## src/hdl/bt1_pkg.sv

```systemverilog
// Constants, types and helpers shared by the bridge header register bank
package bt1_pkg;

  localparam int          BT1_AW         = 8;
  localparam int          BT1_DW         = 32;

  localparam logic [7:0]  BT1_OFS_CLASS  = 8'h08;
  localparam logic [7:0]  BT1_OFS_HDR    = 8'h0c;
  localparam logic [7:0]  BT1_OFS_RSV0   = 8'h10;
  localparam logic [7:0]  BT1_OFS_RSV1   = 8'h14;
  localparam logic [7:0]  BT1_OFS_BUS    = 8'h18;
  localparam logic [7:0]  BT1_OFS_IO     = 8'h1c;
  localparam logic [7:0]  BT1_OFS_MODE   = 8'h40;

  localparam logic [7:0]  BT1_PROG_IF    = 8'h00;
  localparam logic [7:0]  BT1_SUB_CLASS  = 8'h04;
  localparam logic [7:0]  BT1_BASE_CLASS = 8'h06;
  localparam logic [7:0]  BT1_REV_FILL   = 8'h00;
  localparam logic [6:0]  BT1_HDR_TYPE   = 7'h01;
  localparam logic [7:0]  BT1_LINE_WMASK = 8'h3c;
  localparam logic [7:0]  BT1_NIB_WMASK  = 8'hf0;
  localparam logic [1:0]  BT1_IO_CAP     = 2'h1;
  localparam logic [7:0]  BT1_RST_BYTE   = 8'h00;
  localparam logic [3:0]  BT1_RST_NIB    = 4'h0;
  localparam logic [1:0]  BT1_SETTLE_CYC = 2'h2;

  localparam logic [1:0]  BT1_RESP_OKAY  = 2'h0;
  localparam logic [1:0]  BT1_RESP_DECERR = 2'h3;

  typedef struct packed {
    logic       settled;
    logic       reverse;
    logic       pci_mode;
    logic [7:0] line_size;
    logic [7:0] pri_lat;
    logic [7:0] sec_lat;
    logic [7:0] pri_bus;
    logic [7:0] sec_bus;
    logic [7:0] sub_bus;
    logic [3:0] io_base;
    logic [3:0] io_limit;
  } bt1_cfg_s;

  // Byte merge that only lets the writable bits through
  function automatic logic [7:0] bt1_merge(input logic [7:0] old_v,
                                           input logic [7:0] new_v,
                                           input logic       en,
                                           input logic [7:0] wmask);
    bt1_merge = en ? ((old_v & ~wmask) | (new_v & wmask)) : old_v;
  endfunction : bt1_merge

  function automatic logic bt1_mapped(input logic [7:0] addr);
    logic [7:0] w;
    w = {addr[7:2], 2'b00};
    bt1_mapped = (w >= BT1_OFS_CLASS && w <= BT1_OFS_IO) || w == BT1_OFS_MODE;
  endfunction : bt1_mapped

endpackage : bt1_pkg

```

## src/hdl/bt1_hdr_bank.sv

```systemverilog
// AXI4-Lite slave for the type-1 bridge header words 08h to 1Fh
// Summary of operation
// RL1: Class word returns fixed bridge class, PCI-to-PCI sub-class, zero interface byte.
// RL2: Cache line bits 2..5 are writable, reset zero, select 4 to 32 dwords.
// RL3: Cache line bits 1:0 and 7:6 are read-only zero.
// RL4: Primary latency timer writable only in reverse PCI mode; resets zero.
// RL5: Secondary latency timer writable only in forward PCI mode; resets zero.
// RL6: Header type field bits 22:16 read as one.
// RL7: Bit 23 reads zero for single function; bits 31:24 read zero.
// RL8: Primary, secondary and subordinate bus numbers are writable, reset zero.
// RL9: I/O base and limit low two bits read 01; next two read zero.
// RL10: I/O base upper nibble writable, resets zero.
// RL11: I/O limit upper nibble writable, resets zero.
// RL12: Offsets 10h to 17h are reserved and hold nothing.
// RL13: Bridge runs forward or reverse; direction shapes field access.
// RL14: Writes to read-only or reserved bits are ignored.
//
// Chosen here: the AXI4-Lite register port.
`timescale 1ns/100ps
`default_nettype none
module bt1_hdr_bank (
  input  wire logic                 aclk,
  input  wire logic                 aresetn,
  input  wire logic                 reverse_pin,
  input  wire logic                 pci_mode_pin,
  input  wire logic [7:0]           s_axi_awaddr,
  input  wire logic                 s_axi_awvalid,
  output logic                      s_axi_awready,
  input  wire logic [31:0]          s_axi_wdata,
  input  wire logic [3:0]           s_axi_wstrb,
  input  wire logic                 s_axi_wvalid,
  output logic                      s_axi_wready,
  output logic [1:0]                s_axi_bresp,
  output logic                      s_axi_bvalid,
  input  wire logic                 s_axi_bready,
  input  wire logic [7:0]           s_axi_araddr,
  input  wire logic                 s_axi_arvalid,
  output logic                      s_axi_arready,
  output logic [31:0]               s_axi_rdata,
  output logic [1:0]                s_axi_rresp,
  output logic                      s_axi_rvalid,
  input  wire logic                 s_axi_rready,
  output bt1_pkg::bt1_cfg_s         cfg_out
);
  import bt1_pkg::*;

  typedef struct packed {
    logic        awready;
    logic        aw_full;
    logic [7:0]  aw_addr;
    logic        wready;
    logic        w_full;
    logic [31:0] w_data;
    logic [3:0]  w_strb;
    logic        bvalid;
    logic [1:0]  bresp;
    logic        arready;
    logic        rvalid;
    logic [31:0] rdata;
    logic [1:0]  rresp;
    logic [7:0]  rd_addr;
  } bt1_axi_s;

  bt1_axi_s   st;
  bt1_axi_s   next_st;
  bt1_cfg_s   cfg;
  logic       wr_go;
  logic       wr_en;

  // Read word assembly; reserved and foreign fields read as zero
  function automatic logic [31:0] bt1_read(input bt1_cfg_s c, input logic [7:0] addr);
    logic [7:0] w;
    w = {addr[7:2], 2'b00};
    unique case (w)
      BT1_OFS_CLASS: bt1_read = {BT1_BASE_CLASS, BT1_SUB_CLASS, BT1_PROG_IF,
                                 BT1_REV_FILL}; // [RL1]
      BT1_OFS_HDR:   bt1_read = {8'h00, 1'b0, BT1_HDR_TYPE, c.pri_lat,
                                 c.line_size & BT1_LINE_WMASK}; // [RL3] [RL6] [RL7]
      BT1_OFS_BUS:   bt1_read = {c.sec_lat, c.sub_bus, c.sec_bus, c.pri_bus}; // [RL8]
      BT1_OFS_IO:    bt1_read = {16'h0000, c.io_limit, 2'b00, BT1_IO_CAP,
                                 c.io_base, 2'b00, BT1_IO_CAP}; // [RL9] [RL10] [RL11]
      BT1_OFS_MODE:  bt1_read = {29'h0, c.settled, c.pci_mode, c.reverse}; // [RL13]
      default:       bt1_read = 32'h0000_0000; // [RL12]
    endcase
  endfunction : bt1_read

  always_comb begin
    next_st = st;
    // Address and data are caught independently, in either order
    if (s_axi_awvalid && st.awready) begin
      next_st.aw_full = 1'b1;
      next_st.aw_addr = s_axi_awaddr;
    end
    if (s_axi_wvalid && st.wready) begin
      next_st.w_full = 1'b1;
      next_st.w_data = s_axi_wdata;
      next_st.w_strb = s_axi_wstrb;
    end
    wr_go = st.aw_full && st.w_full && !st.bvalid;
    wr_en = wr_go && bt1_mapped(st.aw_addr);
    if (wr_go) begin
      next_st.aw_full = 1'b0;
      next_st.w_full  = 1'b0;
      next_st.bvalid  = 1'b1;
      next_st.bresp   = bt1_mapped(st.aw_addr) ? BT1_RESP_OKAY : BT1_RESP_DECERR;
    end else if (st.bvalid && s_axi_bready) begin
      next_st.bvalid  = 1'b0;
    end
    // One write in flight: both readies stay low until the answer is taken
    next_st.awready = !next_st.aw_full && !next_st.bvalid && !wr_go;
    next_st.wready  = !next_st.w_full && !next_st.bvalid && !wr_go;
    if (s_axi_arvalid && st.arready) begin
      next_st.rvalid  = 1'b1;
      next_st.rdata   = bt1_read(cfg, s_axi_araddr);
      next_st.rresp   = bt1_mapped(s_axi_araddr) ? BT1_RESP_OKAY : BT1_RESP_DECERR;
      next_st.rd_addr = {s_axi_araddr[7:2], 2'b00};
    end else if (st.rvalid && s_axi_rready) begin
      next_st.rvalid  = 1'b0;
    end
    next_st.arready = !next_st.rvalid;
  end

  always_ff @(posedge aclk) begin
    if (!aresetn) begin
      st.awready <= 1'b0;
      st.aw_full <= 1'b0;
      st.aw_addr <= 8'h00;
      st.wready  <= 1'b0;
      st.w_full  <= 1'b0;
      st.w_data  <= 32'h0000_0000;
      st.w_strb  <= 4'h0;
      st.bvalid  <= 1'b0;
      st.bresp   <= BT1_RESP_OKAY;
      st.arready <= 1'b0;
      st.rvalid  <= 1'b0;
      st.rdata   <= 32'h0000_0000;
      st.rresp   <= BT1_RESP_OKAY;
      st.rd_addr <= 8'h00;
    end else begin
      st <= next_st;
    end
  end

  bt1_cfg_core u_core (
    .aclk         (aclk),
    .aresetn      (aresetn),
    .reverse_pin  (reverse_pin),
    .pci_mode_pin (pci_mode_pin),
    .wr_en        (wr_en),
    .wr_addr      (st.aw_addr),
    .wr_data      (st.w_data),
    .wr_strb      (st.w_strb),
    .cfg          (cfg)
  );

  assign s_axi_awready = st.awready;
  assign s_axi_wready  = st.wready;
  assign s_axi_bvalid  = st.bvalid;
  assign s_axi_bresp   = st.bresp;
  assign s_axi_arready = st.arready;
  assign s_axi_rvalid  = st.rvalid;
  assign s_axi_rdata   = st.rdata;
  assign s_axi_rresp   = st.rresp;
  assign cfg_out       = cfg;

  // The mapped set is spelt out here on purpose, so the checks do not lean on bt1_mapped
  logic        aw_known;
  logic        ar_known;
  logic [55:0] wr_fields;
  assign aw_known  = (st.aw_addr >= BT1_OFS_CLASS && st.aw_addr <= (BT1_OFS_IO | 8'h03))
                     || st.aw_addr[7:2] == BT1_OFS_MODE[7:2];
  assign ar_known  = (s_axi_araddr >= BT1_OFS_CLASS && s_axi_araddr <= (BT1_OFS_IO | 8'h03))
                     || s_axi_araddr[7:2] == BT1_OFS_MODE[7:2];
  // Every field that software can change, packed for stability checks
  assign wr_fields = {cfg.line_size, cfg.pri_lat, cfg.sec_lat, cfg.pri_bus, cfg.sec_bus,
                      cfg.sub_bus, cfg.io_base, cfg.io_limit};
endmodule : bt1_hdr_bank
`default_nettype wire

```

## src/hdl/bt1_cfg_core.sv

```systemverilog
// Writable fields, direction straps and write merging of the header bank
`timescale 1ns/100ps
`default_nettype none
module bt1_cfg_core (
  input  wire logic                 aclk,
  input  wire logic                 aresetn,
  input  wire logic                 reverse_pin,
  input  wire logic                 pci_mode_pin,
  input  wire logic                 wr_en,
  input  wire logic [7:0]           wr_addr,
  input  wire logic [31:0]          wr_data,
  input  wire logic [3:0]           wr_strb,
  output var  bt1_pkg::bt1_cfg_s    cfg
);
  import bt1_pkg::*;

  typedef struct packed {
    logic [1:0] rev_sync;
    logic [1:0] pci_sync;
    logic [1:0] settle;
    bt1_cfg_s   cfg;
  } bt1_core_s;

  bt1_core_s st;
  bt1_core_s next_st;
  logic      pri_lat_wr;
  logic      sec_lat_wr;
  logic [7:0] word;
  logic [7:0] base_mrg;
  logic [7:0] limit_mrg;

  always_comb begin
    next_st     = st;
    word        = {wr_addr[7:2], 2'b00};
    // Nibbles are merged as bytes so the low capability bits never take write data
    base_mrg    = bt1_merge({st.cfg.io_base, 4'h0}, wr_data[7:0], wr_strb[0],
                            BT1_NIB_WMASK);
    limit_mrg   = bt1_merge({st.cfg.io_limit, 4'h0}, wr_data[15:8], wr_strb[1],
                            BT1_NIB_WMASK);
    next_st.rev_sync = {st.rev_sync[0], reverse_pin};
    next_st.pci_sync = {st.pci_sync[0], pci_mode_pin};
    // Straps are frozen once settled so field access never flips mid-run
    if (!st.cfg.settled) begin
      if (st.settle == BT1_SETTLE_CYC) begin
        next_st.cfg.settled  = 1'b1;
        next_st.cfg.reverse  = st.rev_sync[1]; // [RL13]
        next_st.cfg.pci_mode = st.pci_sync[1];
      end else begin
        next_st.settle = st.settle + 2'h1;
      end
    end
    pri_lat_wr = st.cfg.reverse && st.cfg.pci_mode;  // [RL4]
    sec_lat_wr = !st.cfg.reverse && st.cfg.pci_mode; // [RL5]
    if (wr_en) begin
      unique case (word)
        BT1_OFS_HDR: begin
          next_st.cfg.line_size = bt1_merge(st.cfg.line_size, wr_data[7:0],
                                            wr_strb[0], BT1_LINE_WMASK); // [RL2] [RL3]
          next_st.cfg.pri_lat = bt1_merge(st.cfg.pri_lat, wr_data[15:8],
                                          wr_strb[1] && pri_lat_wr, 8'hff); // [RL4] [RL14]
        end
        BT1_OFS_BUS: begin
          next_st.cfg.pri_bus = bt1_merge(st.cfg.pri_bus, wr_data[7:0], wr_strb[0], 8'hff);
          next_st.cfg.sec_bus = bt1_merge(st.cfg.sec_bus, wr_data[15:8], wr_strb[1], 8'hff);
          next_st.cfg.sub_bus = bt1_merge(st.cfg.sub_bus, wr_data[23:16], wr_strb[2],
                                          8'hff); // [RL8]
          next_st.cfg.sec_lat = bt1_merge(st.cfg.sec_lat, wr_data[31:24],
                                          wr_strb[3] && sec_lat_wr, 8'hff); // [RL5] [RL14]
        end
        BT1_OFS_IO: begin
          next_st.cfg.io_base  = base_mrg[7:4];  // [RL10] [RL9]
          next_st.cfg.io_limit = limit_mrg[7:4]; // [RL11]
        end
        default: begin
        end
      endcase
    end
  end

  always_ff @(posedge aclk) begin
    if (!aresetn) begin
      st.rev_sync       <= 2'h0;
      st.pci_sync       <= 2'h0;
      st.settle         <= 2'h0;
      st.cfg.settled    <= 1'b0;
      st.cfg.reverse    <= 1'b0;
      st.cfg.pci_mode   <= 1'b0;
      st.cfg.line_size  <= BT1_RST_BYTE;
      st.cfg.pri_lat    <= BT1_RST_BYTE;
      st.cfg.sec_lat    <= BT1_RST_BYTE;
      st.cfg.pri_bus    <= BT1_RST_BYTE;
      st.cfg.sec_bus    <= BT1_RST_BYTE;
      st.cfg.sub_bus    <= BT1_RST_BYTE;
      st.cfg.io_base    <= BT1_RST_NIB;
      st.cfg.io_limit   <= BT1_RST_NIB;
    end else begin
      st <= next_st;
    end
  end

  assign cfg = st.cfg;
endmodule : bt1_cfg_core
`default_nettype wire

```

## config.mk

```make
export PLATFORM = sky130hd
export DESIGN_NAME = bt1_hdr_bank
export DESIGN_NICKNAME = d
export VERILOG_FILES = /design/src/hdl/bt1_pkg.sv /design/src/hdl/bt1_hdr_bank.sv /design/src/hdl/bt1_cfg_core.sv
export SDC_FILE = /design/constraint.sdc
export NUM_CORES = 1
export LEC_CHECK = 0
export BUFFER_PORTS_ARGS = -buffer_cell sky130_fd_sc_hd__buf_2
export CAP_MARGIN = 20
export CORE_MARGIN = 10
export CORE_UTILIZATION = 28
export DETAILED_ROUTE_END_ITERATION = 7
export GPL_ROUTABILITY_DRIVEN = 0
export PLACE_DENSITY_LB_ADDON = 0.25
export SYNTH_ARGS = -nofsm -noshare
export SYNTH_HDL_FRONTEND = slang
export SYNTH_SLANG_ARGS = --single-unit
```

## constraint.sdc

```tcl
create_clock -name aclk -period 5.06 [get_ports aclk]
set_input_delay 0.253 -clock aclk [delete_from_list [all_inputs] [get_ports aclk]]
set_output_delay 0.253 -clock aclk [all_outputs]
set_load 0.1 [all_outputs]
```

==> qor.yml <==
logic_synthesis:
  yosys.area.top_type: "dfxtp_1"
  yosysTopAreaCellShare: 0.461
  yosysWarnings: 0
  synth_cells: 716
  synth.area.top_cells: "dfxtp_1 46%, buf_4 12%, nand2_1 11%"
  synth_seq_cells: 144
  synthDistinctLibCells: 46
  syn_avg_cell_area_um2: 8.73
  synth_edf_count: 0
  async_reset_ff_frac: 0
  ys.flop_type: "dfxtp_1"
  netlist_area_um2: 6250
  seq_area_frac_synth: 0.461
floorplan:
  die_area_um2: 28700
  io_pins: 161
  row_count: 54
  die_w_um: 169
  die_y_um: 169
  fp.coreArea_um2: 21900
  start_util: 0.285
global_routing:
  grt_max_degree: 98
  grt_pass1_wl_um: 28800
  grt.total_usage: 0.128
  grt_pass1_vias: 4729
  grt_overflow_total: 0
  antenna_found_initial: 0
timing:
  setup_tns_ns: 0
  fin_crit_ns: 2.07
  rsz0062_at_grt: "no"
  fin_crit_sh: 0.409
  relSlewSlack: 0.335
  fmax_mhz: 484
  hold_viol: 0
  skew_ns: 0.00884
  setup_violations: 0
  slew_violations: 0
  tightestPinTransition_ns: 0.998
critical_path:
  end_kind: "register"
  critPathRequiredTime_ns: 5.40
  worstRegToRegCells: 4
  r2r_slack_ns: 2.99
  worstSetupStartpointType: "register"
  r2r_start: "st[88]"
  criticalPathCategory: "register to register"
  critPathMaxFanout: 8
  r2r_end: "u_core.cfg[18]"
  cp_data_arrival_time_ns: 2.41
detailed_routing:
  wirelength_um: 18400
  postRouteAntennaNets: 0
  vias: 4760
  drc: 0
  drt_iter0_drc: 215
  firstDrtPassIters: 4
  routed_via_density: 4.51
  wl_per_cell_um: 17.5
clock_network:
  cts_root_buf: "clkbuf_16"
  hold_buffers: 0
  post_cts_buffers: 0
  ctsLongestPathBuffers: 2
  cts_buffers: 17
  clk_latency_ns: 0.42
  cts_tree: "yes"
  ctsResizeCount: 0
  clock_sinks: 144
  clk_pin_slew_ns: 0.07
  cts_max_level: 4
power_and_ir_drop:
  powerDensity_nw_per_um2: 383
  peakVddDrop_mv: 0.177
  p_leak_nw: 2.99
  finalPower_mw: 2.73
final_layout:
  fillers: 2393
  seqCellArea_um2: 2880
  final-instance-count-excl-fill: 1055
  antenna_cells: 0
  drive_gt1_frac: 0.268
  fin_area_um2: 7130
  syn2layout_area_growth_pct: 14.1
  layout_common_cells: "184 x nand2_1, 151 x buf_2, 144 x dfxtp_1, 56 x mux2i_1, 51 x a21oi_1"
  final_core_util: 0.326
  layout_commonest_cell: "nand2_1"
  multiInputGateArea_um2: 2480
  layout.nets: 824
job:
  drv_cap: 0
status:
  status: "finished, final reports clean"
placed_design:
  dp_hpwl_um: 13100
  place_area_um2: 6540
  numPortBuffers: 152
  placed_cells: 1023
min_path:
  hold_class: "primary input to register"
  hold_depth: 2
  hold_start: "pci_mode_pin"
  min_to: "u_core.next_st[62]"
==> Yosys cell counts, types with 2 or more instances <==
| cell type | number |
|---|---|
| a211oi_1 | 2 |
| a21oi_1 | 51 |
| a221oi_1 | 3 |
| a221oi_2 | 4 |
| a22oi_1 | 18 |
| and2_1 | 8 |
| and3_1 | 3 |
| and4_1 | 4 |
| buf_1 | 5 |
| buf_2 | 6 |
| buf_4 | 97 |
| clkbuf_1 | 25 |
| dfxtp_1 | 144 |
| inv_1 | 3 |
| mux2_2 | 6 |
| mux2i_1 | 56 |
| nand2_1 | 184 |
| nand2b_1 | 5 |
| nand3_1 | 9 |
| nand4_1 | 2 |
| nor2_1 | 31 |
| nor3_1 | 11 |
| nor4_1 | 2 |
| o21ai_0 | 5 |
| o21ai_1 | 9 |
| or4b_1 | 3 |
==> layer usage <==
metal  global-route usage  up-vias  routed length (um)
li1                     -     2402                   -
met2                0.190      105                8050
met3               0.0373       15                 915
met4               0.0402        0                 269
met1                0.176     2238                9200
met5                    0        -                   0
==> metrics by stage <==
step / setup slack, ns / hold WS, ns
5_1_grt: 2.84 / 0.0361
2_1_floorplan: 3.02 / 0.380
3_3_place_gp: 2.71 / 0.416
3_5_place_dp: 2.69 / 0.417
6_report: 2.99 / 0.0485
4_1_cts: 3.00 / 0.0359
==> layout make-up <==
type	instances	area share
inverters	4	0.00211
well taps	280	0.0491
flip-flops and latches	144	0.404
clock inverters	12	0.0205
clock buffers	20	0.0626
repair buffers	158	0.113
multi-input cells	437	0.348
==> state kept, by name (all words and copies together), names as in the netlist <==
name            count
s_axi_rvalid        1
s_axi_bresp         1
s_axi_arready       1
s_axi_wready        1
u_core.next_st      2
s_axi_rresp         1
u_core.st           4
u_core.cfg         55
s_axi_rdata        32
s_axi_awready       1
st                 44
s_axi_bvalid        1
==> worst max path at each step <==
stage	from	to	slack, ns	cells after the start
floorplan	s_axi_arready	s_axi_rdata[23]	3.02	5
global placement	s_axi_araddr[7]	s_axi_rdata[15]	2.71	5
detailed placement	s_axi_araddr[7]	s_axi_rdata[15]	2.69	5
CTS	s_axi_bvalid	u_core.cfg[12]	3.00	4
global route	s_axi_bvalid	u_core.cfg[20]	2.84	4
finish	st[88]	u_core.cfg[18]	2.99	4
==> where the power goes <==
part,internal (mW),switching (mW)
Combinational,0.0673,0.200
Sequential,1.17,0.0245
Clock,0.752,0.517
==> kinds of logic after synthesis <==
| group | after synthesis | share of synthesized area |
|---|---|---|
| AND/OR/NAND/NOR | 272 | 0.192 |
| XOR/XNOR | 1 | 0.00140 |
| AO/OA/AOI/OAI | 97 | 0.0985 |
| adder cells (fa/ha/maj) | 1 | 0.00200 |
| flip-flops | 144 | 0.461 |
| other | 1 | 0.000600 |
| multiplexers | 62 | 0.101 |
| buffers and inverters | 138 | 0.144 |
==> worst max-delay path: stages, from the launching register on <==
cell and delay (ns):
dfxtp_1 0.35, or4b_1 0.53, o21ai_2 0.15, and4_1 0.70, mux2i_1 0.25
Note: power is estimated with default switching activity, not from simulation.
